==> src/rtl/usb_term_cfg.svh <==
`ifndef USB_TERM_CFG_SVH
`define USB_TERM_CFG_SVH

// register offsets
`define ADDR_FUNC_CTRL   4'h0
`define ADDR_OTG_CTRL    4'h1
`define ADDR_COMP        4'h2
`define ADDR_STATUS      4'h3

// reset values: power-up setting
`define RST_FUNC_CTRL    8'h01
`define RST_OTG_CTRL     8'h03
`define RST_COMP         8'h00

// function control field positions
`define FC_XS_LSB        0
`define FC_TS_BIT        2
`define FC_OP_LSB        3
// otg control field positions
`define OC_DP_BIT        0
`define OC_DM_BIT        1
// compensation field positions
`define CP_BOOST_LSB     0
`define CP_SQL_LSB       4

// line drive mode codes
`define OP_NORMAL        2'h0
`define OP_TRISTATE      2'h1
`define OP_NO_NRZI       2'h2

// transceiver select codes
`define XS_HS            2'h0
`define XS_FS            2'h1
`define XS_LS            2'h2

// serial bit rate divider and stuffing run length
`define BIT_DIV          4'h4
`define STUFF_RUN        3'h6

`endif

==> src/rtl/usb_term_pkg.sv <==
package usb_term_pkg;

  // five termination resistor enables
  typedef struct packed {
    logic plus_pullup_enable;
    logic minus_pullup_enable;
    logic plus_pulldown_enable;
    logic minus_pulldown_enable;
    logic highspeed_termination_enable;
  } term_en_s;

  // control fields that steer the termination decode
  typedef struct packed {
    logic [1:0] transceiver_select;
    logic       termination_select;
    logic [1:0] line_drive_mode;
    logic       plus_line_pulldown_request;
    logic       minus_line_pulldown_request;
  } term_ctrl_s;

  // transmit serializer states, gray along idle-data-stuff
  typedef enum logic [1:0] {
    TX_IDLE  = 2'b00,
    TX_DATA  = 2'b01,
    TX_STUFF = 2'b11
  } tx_state_e;

endpackage

==> src/rtl/usb_termination_decode.sv <==
`timescale 1ns/1ns
`include "usb_term_cfg.svh"

module usb_termination_decode (
  // clock and reset
  input  wire logic                  clk_i,
  input  wire logic                  reset_i,
  // register port
  input  wire logic [3:0]            addr_i,
  input  wire logic [7:0]            wdata_i,
  input  wire logic                  wr_i,
  input  wire logic                  rd_i,
  output logic      [7:0]            rdata_o,
  // termination enables and analog knobs
  output usb_term_pkg::term_en_s     term_o,
  output logic      [2:0]            tx_amplitude_boost_o,
  output logic      [2:0]            squelch_level_adjust_o,
  // transmit stream
  input  wire logic [7:0]            tx_data_i,
  input  wire logic                  tx_valid_i,
  output logic                       tx_ready_o,
  output logic                       tx_line_o,
  output logic                       tx_active_o,
  // receive stream
  input  wire logic                  hs_rx_i,
  input  wire logic                  fs_rx_i,
  input  wire logic                  squelch_i,
  input  wire logic                  se_plus_i,
  input  wire logic                  se_minus_i,
  output logic                       rx_bit_o,
  output logic                       rx_valid_o,
  output logic      [1:0]            line_state_o
);
  import usb_term_pkg::*;

  // ------------------------------------------------------------
  // overview
  // ------------------------------------------------------------

  // control fields arrive over the register port and steer the first two of three
  // independent parts that share only the clock and reset:
  //   - termination decode: five resistor enables from seven bits
  //   - receive path: receiver select, squelch gate, line state
  //   - transmit path: divider, serializer, stuffing, line coding
  // analog knobs for amplitude and squelch level are plain register
  // fields; the analog side applies them, this block only holds them
  // all outputs are registers, so the pins never glitch on a decode

  // ------------------------------------------------------------
  // termination decode
  // ------------------------------------------------------------

  // the five enables are a pure function of seven field bits; the
  // decode is a priority chain so that every code that no mode
  // names lands on the fallback set by the first assignments
  // hazards and intent:
  //   - line drive mode 01b is checked first, it overrides every field
  //   - host modes need both pulldown requests; the plus request
  //     alone is not a defined mode and falls back
  //   - peripheral modes need the plus request clear; the minus
  //     request then marks an on-the-go device and adds a pull-down
  //   - low speed with the minus request is not defined, falls back
  //   - line drive mode 11b matches no mode anywhere and falls back
  //   - the fallback keeps both pull-downs on so the lines never float
  // the function has no state, so the same decode serves the reset
  // value and the running value of the enables

  // table decode of the control fields into resistor enables
  function automatic term_en_s decode_term(input term_ctrl_s c);
    term_en_s t;
    logic     host;
    logic     periph;
    logic     otg;
    logic     op_n;
    logic     op_r;
    t      = '0;
    host   = c.plus_line_pulldown_request & c.minus_line_pulldown_request;
    periph = ~c.plus_line_pulldown_request;
    otg    = c.minus_line_pulldown_request;
    op_n   = (c.line_drive_mode == `OP_NORMAL);
    op_r   = (c.line_drive_mode == `OP_NO_NRZI);
    // fallback for anything not matched below
    t.plus_pulldown_enable  = 1'b1;
    t.minus_pulldown_enable = 1'b1;
    if (c.line_drive_mode == `OP_TRISTATE) begin
      t = '0;
    end else if (host) begin
      // host modes: both pulldown requests set
      if (c.transceiver_select == `XS_HS && !c.termination_select && (op_n || op_r)) begin
        t.highspeed_termination_enable = 1'b1;
      end else if (c.transceiver_select == `XS_FS && !c.termination_select && op_n) begin
        t.highspeed_termination_enable = 1'b0;
      end else if (c.transceiver_select[0] && c.termination_select && op_n) begin
        t.highspeed_termination_enable = 1'b0;
      end else if (c.transceiver_select == `XS_FS && c.termination_select && op_r) begin
        t.highspeed_termination_enable = 1'b0;
      end else if (c.transceiver_select == `XS_LS && c.termination_select && (op_n || op_r)) begin
        t.highspeed_termination_enable = 1'b0;
      end
    end else if (periph) begin
      // peripheral modes: plus request clear, minus request marks otg
      if (c.transceiver_select == `XS_HS && c.termination_select && op_r) begin
        t = '0;
        t.plus_pullup_enable = 1'b1;
        t.minus_pulldown_enable = otg;
      end else if (c.transceiver_select == `XS_HS && !c.termination_select && (op_n || op_r)) begin
        t = '0;
        t.highspeed_termination_enable = 1'b1;
        t.minus_pulldown_enable = otg;
      end else if (c.transceiver_select == `XS_FS && c.termination_select && (op_n || op_r)) begin
        t = '0;
        t.plus_pullup_enable = 1'b1;
        t.minus_pulldown_enable = otg;
      end else if (c.transceiver_select == `XS_LS && c.termination_select && (op_n || op_r) && !otg) begin
        t = '0;
        t.minus_pullup_enable = 1'b1;
      end else if (c.transceiver_select == `XS_FS && !c.termination_select && op_n && otg) begin
        t = '0;
        t.minus_pulldown_enable = 1'b1; // connect detect
      end
    end
    return t;
  endfunction

  // ------------------------------------------------------------
  // register file
  // ------------------------------------------------------------

  // three writable registers and one read-only status view
  //   - unused bits are dropped at the write, so they always read zero
  //   - writes to the status offset or unmapped offsets are ignored
  //   - the decode reads the next field values rather than the
  //     registers, so the enables change on the very edge that takes
  //     the write and never show one cycle of the old mode
  //   - read data are a register: zero when no read strobe was seen,
  //     so a stale word never sits on the bus

  logic [7:0]  func_reg;
  logic [7:0]  func_next;
  logic [7:0]  otg_reg;
  logic [7:0]  otg_next;
  logic [7:0]  comp_reg;
  term_ctrl_s  ctrl_next;
  logic        hs_mode;

  // next values of the writable registers
  always_comb begin
    func_next = func_reg;
    otg_next  = otg_reg;
    if (wr_i && addr_i == `ADDR_FUNC_CTRL) begin
      func_next = {3'h0, wdata_i[4:0]};
    end
    if (wr_i && addr_i == `ADDR_OTG_CTRL) begin
      otg_next = {6'h00, wdata_i[1:0]};
    end
  end

  // decode input gathered from the next field values only
  always_comb begin
    ctrl_next.transceiver_select          = func_next[`FC_XS_LSB +: 2];
    ctrl_next.termination_select          = func_next[`FC_TS_BIT];
    ctrl_next.line_drive_mode             = func_next[`FC_OP_LSB +: 2];
    ctrl_next.plus_line_pulldown_request  = otg_next[`OC_DP_BIT];
    ctrl_next.minus_line_pulldown_request = otg_next[`OC_DM_BIT];
  end

  // control registers
  always_ff @(posedge clk_i) begin
    if (reset_i) begin
      func_reg <= `RST_FUNC_CTRL;
      otg_reg  <= `RST_OTG_CTRL;
    end else begin
      func_reg <= func_next;
      otg_reg  <= otg_next;
    end
  end

  // enables update on the same edge as the fields
  always_ff @(posedge clk_i) begin
    if (reset_i) begin
      term_o <= decode_term(term_ctrl_s'({2'h1, 1'b0, 2'h0, 1'b1, 1'b1}));
    end else begin
      term_o <= decode_term(ctrl_next);
    end
  end

  // compensation register drives the analog knobs
  // the knobs change only on a write; the analog side must tolerate
  // a step in amplitude or squelch level while a packet is on the line
  always_ff @(posedge clk_i) begin
    if (reset_i) begin
      comp_reg <= `RST_COMP;
    end else if (wr_i && addr_i == `ADDR_COMP) begin
      comp_reg <= {1'b0, wdata_i[6:4], 1'b0, wdata_i[2:0]};
    end
  end

  assign tx_amplitude_boost_o   = comp_reg[`CP_BOOST_LSB +: 3];
  assign squelch_level_adjust_o = comp_reg[`CP_SQL_LSB +: 3];

  // read data, one cycle after the strobe, zero elsewhere
  always_ff @(posedge clk_i) begin
    if (reset_i || !rd_i) begin
      rdata_o <= 8'h00;
    end else begin
      unique case (addr_i)
        `ADDR_FUNC_CTRL: rdata_o <= func_reg;
        `ADDR_OTG_CTRL:  rdata_o <= otg_reg;
        `ADDR_COMP:      rdata_o <= comp_reg;
        `ADDR_STATUS:    rdata_o <= {term_o, squelch_i, se_minus_i, se_plus_i};
        default:         rdata_o <= 8'h00;
      endcase
    end
  end

  // ------------------------------------------------------------
  // receive path
  // ------------------------------------------------------------

  // every receive output is one register stage behind its input
  //   - the select uses the stored transceiver select, so a write that
  //     changes speed takes effect one cycle after the write edge
  //   - squelch high means the line is below threshold; in high speed
  //     the valid flag drops so noise is never passed as data
  //   - outside high speed the full-speed receiver has no squelch and
  //     valid stays high

  assign hs_mode = (func_reg[`FC_XS_LSB +: 2] == `XS_HS);

  // receiver select, squelch gate and line state
  always_ff @(posedge clk_i) begin
    if (reset_i) begin
      rx_bit_o     <= 1'b0;
      rx_valid_o   <= 1'b0;
      line_state_o <= 2'h0;
    end else begin
      rx_bit_o     <= hs_mode ? hs_rx_i : fs_rx_i;
      rx_valid_o   <= hs_mode ? ~squelch_i : 1'b1;
      line_state_o <= {se_minus_i, se_plus_i};
    end
  end

  // ------------------------------------------------------------
  // transmit path
  // ------------------------------------------------------------

  // the serializer runs on a bit enable from a free running divider
  //   - a word is taken only while ready is high and the state is idle
  //   - bits leave lsb first; a zero toggles the line, a one holds it
  //   - the run of ones is counted across words, so a stuffed zero may
  //     fall inside the next word or after the last bit
  //   - when the sixth one is the last bit of a word, the stuffed zero
  //     follows in the stuff state before ready returns
  //   - the first bit waits for the next divider pulse, so the start
  //     of a word jitters by up to one bit time

  logic [3:0]  div_reg;
  logic        bit_en;
  tx_state_e   tx_state_reg;
  logic [7:0]  shift_reg;
  logic [2:0]  bit_cnt_reg;
  logic [2:0]  ones_reg;

  assign bit_en = (div_reg == `BIT_DIV - 4'h1);

  // bit rate enable divider
  always_ff @(posedge clk_i) begin
    if (reset_i || bit_en) begin
      div_reg <= 4'h0;
    end else begin
      div_reg <= div_reg + 4'h1;
    end
  end

  // load word, stuff a zero after six ones, shift lsb first, nrzi out
  always_ff @(posedge clk_i) begin
    if (reset_i) begin
      tx_state_reg <= TX_IDLE;
      shift_reg    <= 8'h00;
      bit_cnt_reg  <= 3'h0;
      ones_reg     <= 3'h0;
      tx_line_o    <= 1'b1;
      tx_active_o  <= 1'b0;
      tx_ready_o   <= 1'b1;
    end else begin
      unique case (tx_state_reg)
        // wait for a word
        TX_IDLE: begin
          if (tx_valid_i) begin
            shift_reg    <= tx_data_i;
            bit_cnt_reg  <= 3'h0;
            tx_state_reg <= TX_DATA;
            tx_active_o  <= 1'b1;
            tx_ready_o   <= 1'b0;
          end
        end
        // shift one bit per enable and count the run of ones
        TX_DATA: begin
          if (bit_en) begin
            shift_reg   <= {1'b0, shift_reg[7:1]};
            bit_cnt_reg <= bit_cnt_reg + 3'h1;
            if (!shift_reg[0]) begin
              tx_line_o <= ~tx_line_o;
              ones_reg  <= 3'h0;
            end else begin
              ones_reg  <= ones_reg + 3'h1;
            end
            if (shift_reg[0] && ones_reg == `STUFF_RUN - 3'h1) begin
              tx_state_reg <= TX_STUFF;
            end else if (bit_cnt_reg == 3'h7) begin
              tx_state_reg <= TX_IDLE;
              tx_active_o  <= 1'b0;
              tx_ready_o   <= 1'b1;
            end
          end
        end
        // insert the stuffed zero, then resume or finish the word
        TX_STUFF: begin
          if (bit_en) begin
            tx_line_o <= ~tx_line_o;
            ones_reg  <= 3'h0;
            if (bit_cnt_reg == 3'h0) begin
              tx_state_reg <= TX_IDLE;
              tx_active_o  <= 1'b0;
              tx_ready_o   <= 1'b1;
            end else begin
              tx_state_reg <= TX_DATA;
            end
          end
        end
        // the unused code recovers to idle
        default: begin
          tx_state_reg <= TX_IDLE;
        end
      endcase
    end
  end

endmodule

==> config.mk <==
export PLATFORM = sky130hd
export DESIGN_NAME = usb_termination_decode
export DESIGN_NICKNAME = d
export VERILOG_FILES = /design/src/rtl/usb_term_pkg.sv /design/src/rtl/usb_termination_decode.sv
export VERILOG_INCLUDE_DIRS = /design/src /design/src/rtl
export SDC_FILE = /design/constraint.sdc
export NUM_CORES = 1
export LEC_CHECK = 0
export ABC_AREA = 1
export BUFFER_PORTS_ARGS = -buffer_cell sky130_fd_sc_hd__buf_2
export CAP_MARGIN = 20
export CELL_PAD_IN_SITES_DETAIL_PLACEMENT = 0
export CELL_PAD_IN_SITES_GLOBAL_PLACEMENT = 2
export CORE_MARGIN = 8
export CORE_UTILIZATION = 32
export DETAILED_ROUTE_END_ITERATION = 10
export PLACE_DENSITY = 0.8
export SLEW_MARGIN = 40
export SYNTH_ARGS = -nofsm -noshare
export SYNTH_HDL_FRONTEND = slang
export SYNTH_SLANG_ARGS = --single-unit
export TNS_END_PERCENT = 50
==> constraint.sdc <==
create_clock -name clk_i -period 3.5 [get_ports clk_i]
set_input_delay 0.175 -clock clk_i [delete_from_list [all_inputs] [get_ports clk_i]]
set_output_delay 0.175 -clock clk_i [all_outputs]
set_load 0.05 [all_outputs]
* Word level (Yosys, flattened, before mapping) *
Cells that the tools add are included.

storage, ports and cells
  word-level logic and storage cells = 135
  bits of input ports = 30
  register bits after elaboration = 53
  output and inout bits = 26

operators by class
  reductions and logical operators = 39
  multiplexer cells = 50
  add/subtract/negate cells = 3
  bitwise logic cells = 3
  equal/unequal tests = 20

operators with widths
  kind                   number
  $pmux W8 S4            1
  $mux W5                5
  $mux W3                8
  $mux W1                20
  $logic_and A1 B1 Y1    16
  $mux W8                2
  $pmux W8 S2            1
  $mux W2                7
  $ne A2 B2 Y1 const B   7
  $eq A4 B2 Y1 const B   3
  $pmux W3 S2            2
  $logic_not A2 Y1       4
  $reduce_and A4 Y1      2
  $reduce_and A7 Y1      1
  $reduce_or A7 Y1       1
  $add A3 B1 Y3 const B  2
  $eq A2 B1 Y1 const B   3
  $eq A2 B2 Y1 const B   3
  $eq A3 B3 Y1 const B   2
  $pmux W1 S3            2
  $pmux W2 S3            1
  $reduce_and A3 Y1      2
  $add A4 B1 Y4 const B  1
  $eq A4 B1 Y1 const B   1
  other kinds (12)       18

* Depth between registers and ports, before layout *
  word-level depth = 15
  depth in mapped cells = 11
  gate-level depth less buffers = 10

* Least setup slack after synthesis *
Ideal clock, no wire load.

  kind = flip-flop to flip-flop
  from = register div_reg[0]
  to = register bit_cnt_reg[0]
  stages on the path, launching flop included = 12
  data arrival time = 1318 ps
  setup slack = 2066 ps
  buffers on the path = 1
  data required time = 3384 ps
  cell sequence = dfxtp_1 -> ha_1 -> nand2_1 -> nor2_2 -> nand2_2 -> nand2_2 -> nand2_2 -> inv_2 -> buf_6 -> nand2_1 -> o211ai_1 -> inv_1

on the way
  longest elaborated chain between the ends = 3

ends and longest elaborated chain
  item                         RTL line                       source
  start: declaration           usb_termination_decode.sv:257  logic [3:0] div_reg;
  start signal: assignment     usb_termination_decode.sv:271  div_reg <= div_reg + 4'h1;
  $eq A4 B2 Y1                 usb_termination_decode.sv:264  assign bit_en = (div_reg == `BIT_DIV - 4'h1);
  $ne A2 B2 Y1 (no line)       -
  $reduce_and A3 Y1 (no line)  -
  end signal: assignment       usb_termination_decode.sv:301  bit_cnt_reg <= bit_cnt_reg + 3'h1;
  end: declaration             usb_termination_decode.sv:261  logic [2:0] bit_cnt_reg;

Every way passes these cells.
A chain may end at the register's enable or synchronous reset.

* Final worst setup path *
  from = register tx_state_reg[1]
  to = register tx_state_reg[0]

on the way
  longest elaborated chain between the ends = 3
  elaborated cells on any way between the ends = 9
  classes of those cells = 6 x eq/ne; 1 x mux; 2 x reduce/logical

ends and longest elaborated chain
  item                                                           RTL line                       source
  start: declaration                                             usb_termination_decode.sv:259  tx_state_e tx_state_reg;
  start signal: assignment                                       usb_termination_decode.sv:278  tx_state_reg <= TX_IDLE;
  start signal: assignment                                       usb_termination_decode.sv:292  tx_state_reg <= TX_DATA;
  start signal: assignment                                       usb_termination_decode.sv:309  tx_state_reg <= TX_STUFF;
  $eq A2 B1 Y1, or another cell as far along                     usb_termination_decode.sv:286  unique case (tx_state_reg)
  $ne A3 B3 Y1 (no line) / $ne A2 B2 Y1 (equally long branches)  -
  $reduce_and A4 Y1 (no line)                                    -

Parallel ways exist; a longest one is shown, timed or not.

==> results.yml <==
yosys:
  postSynthCellCount: 317
  synthesis.area_um2: 2430
  yosys_warnings: 0
  yosys_most_used_dff: "dfxtp_1"
  synth_top_area_share: 0.437
  syn_nets: 353
  synthArstFlopShare: 0
  ys_top_cells_by_area: "dfxtp_1, nand2_1, inv_1"
  yosys_register_bits: 53
  synthDistinctLibCells: 33
  synth_edf_count: 0
  yosysTopAreaCell: "dfxtp_1"
  avgSynthCellArea_um2: 7.66
  ys_seq_area_frac: 0.437
drt:
  routed_wl_mm: 6.42
  num_vias: 2188
  route.detailed.drc: 0
  viasPerCell: 4.68
  first_pass_iters: 5
  wl_per_cell_um: 13.7
  ant_nets: 0
  drtIter0Drc: 47
floorplanning:
  start_util: 0.333
  fp.dieArea_um2: 10600
  rows: 31
  core_area_um2: 7290
  die_x_um: 103
  io_pins: 56
  die_h_um: 103
setup_path:
  cp.arrival_ns: 1.87
  path_max_fanout: 12
  critPathBufInv: 1
  worstReg2RegStart: "tx_state_reg[1]$_SDFFE_PP0P_"
  cp_cell_sequence: "inv_1 -> nand2_1 -> nor2_1 -> nor3_1 -> nand2_1 -> o21ai_0 -> a21oi_1"
  cpMaxStageDelayCell: "dfxtp_1"
  setup.worst_path.start: "tx_state_reg[1]$_SDFFE_PP0P_"
  worstPathRequired_ns: 3.70
  worstSetupPathType: "reg2reg"
  setup.worst_path.end_class: "flip-flop"
  cpLargestDelayFamily: "simple AND/OR/NAND/NOR gates"
  crit_top_cell: "nand2_1"
  critPathLaunchType: "flip-flop"
  critPathMaxStageDelay_ns: 0.35
grt:
  grt_first_pass_wirelength_mm: 10.9
  grt.total_usage: 0.129
  antenna_found_initial: 0
  busiest_layer: "met2"
  use_met3: 0.0290
  grt_use_met2: 0.228
  met1_usage: 0.150
  grt_pass1_vias: 2282
  grt_max_degree: 24
  grt-ovfl-total: 0
placement:
  place.detailed.hpwl_mm: 4.84
  portBuffers: 54
  place.gp.congestion: 0.788
cts:
  clock_sinks: 53
  cts_htree_levels: 2
  post_cts_resized: 0
  post_cts_buffers: 0
  numCtsBuffers: 5
  cts_tree: "yes"
  cts_root_buf: "clkbuf_8"
  clk_latency_ns: 0.31
  path_clk_slew_ns: 0.11
  postCtsHoldBufs: 0
  cts_buffer_depth: 2
finish:
  drive_gt1_frac: 0.244
  seq_area_um2: 1060
  multiInputGateArea_um2: 1160
  layout_commonest_cell: "nand2_1"
  nets: 404
  layout_common_cells: "nand2_1, buf_2, dfxtp_1"
  fillers: 819
  area_delta_synth_final_pct: 17.2
  antenna_cells: 0
hold_path:
  hp-class: "in2reg"
  min_from: "se_minus_i"
timing:
  whs_ns: 0.0699
  grt_setup_unrepaired: "false"
  clock.fmax_mhz: 599
  hold_viol: 0
  slew_violations: 0
  final.setup.tns_ns: 0
  max_slew_margin: 0.643
  fin_skew_ns: 0.0111
  layout_min_cycle_time_ns: 1.67
  setup_violations: 0
  worstMarginPinSlew_ns: 0.535
  fin_crit_sh: 0.477
pwr:
  ir_drop_mv: 0.242
  powerDensity_nw_per_um2: 418
  power_leakage_nw: 1.32
job:
  maxCapViolCount: 0
outcome:
  status: "completed"
cell families after synthesis:
logic type | after synthesis | share of synthesized area
xor gates and xnor gates | 4 | 0.0144
AOI/OAI and AO/OA | 50 | 0.117
and+or+nand+nor | 158 | 0.315
DFF | 53 | 0.437
buffers and inverters | 46 | 0.0850
adders and majority gates | 6 | 0.0309
cell usage after synthesis, types with 3 or more instances:
library cell   n
inv_1         34
nand2_2        8
nand3_2        3
nand2_1       74
xor2_1         3
nand4_1        8
buf_2          3
nor2_2         7
buf_6          3
nor3_1         6
a21oi_1       22
nor2_1        25
ha_1           6
dfxtp_1       53
nand3_1       20
a31oi_1        7
o211ai_1       4
o21ai_0       10
path summary, 6_finish.rpt:
kind / to / slack [ns] / cells after the start
setup reg to reg: tx_state_reg[0]$_SDFFE_PP0P_ / 1.83 / 7
setup / recovery: tx_state_reg[0]$_SDFFE_PP0P_ / 1.83 / 7
hold / removal: line_state_o[1]$_SDFF_PP0_ / 0.07 / 3
hold reg to reg: rdata_o[7]$_SDFF_PP0_ / 0.44 / 2
layer usage:
layer / share of wire / routed length (µm)
met1: 0.44 / 2850
met4: 0.013 / 85
met5: 0 / 0
met2: 0.48 / 3070
met3: 0.065 / 415
worst register-to-register path, stage by stage, from the launching register on:
cell	delay, ns
dfxtp_1	0.35
inv_1	0.10
nand2_1	0.34
nor2_1	0.13
nor3_1	0.26
nand2_1	0.15
o21ai_0	0.19
a21oi_1	0.05
report_power, final:
group	switching, W	internal (W)	leakage, nW
Clock	0.000220	0.000146	0.0423
Combinational	0.000127	0.0000506	0.847
Sequential	0.0000151	0.000630	0.432
per-stage QoR:
step	total power, W	setup slack (ns)	cell area [µm²]	instances	utilization
after detailed placement	0.000839	1.77	2750	460	0.377
after global placement	0.000839	1.77	2750	460	0.377
after CTS	0.00122	1.78	2850	468	0.390
after global routing	0.00126	1.61	2850	468	0.390
final	0.00119	1.83	2850	468	0.390
after floorplan	0.000787	2.07	2430	317	-
area by class of cell:
type,count,share of cell area
repair buffers,54,0.0950
inverters,36,0.0475
clock buffers,5,0.0242
multi-input cells,218,0.408
clock inverters,3,0.00923
well taps,99,0.0435
flip-flops and latches,53,0.373
Note: power is estimated with default switching activity, not from simulation.
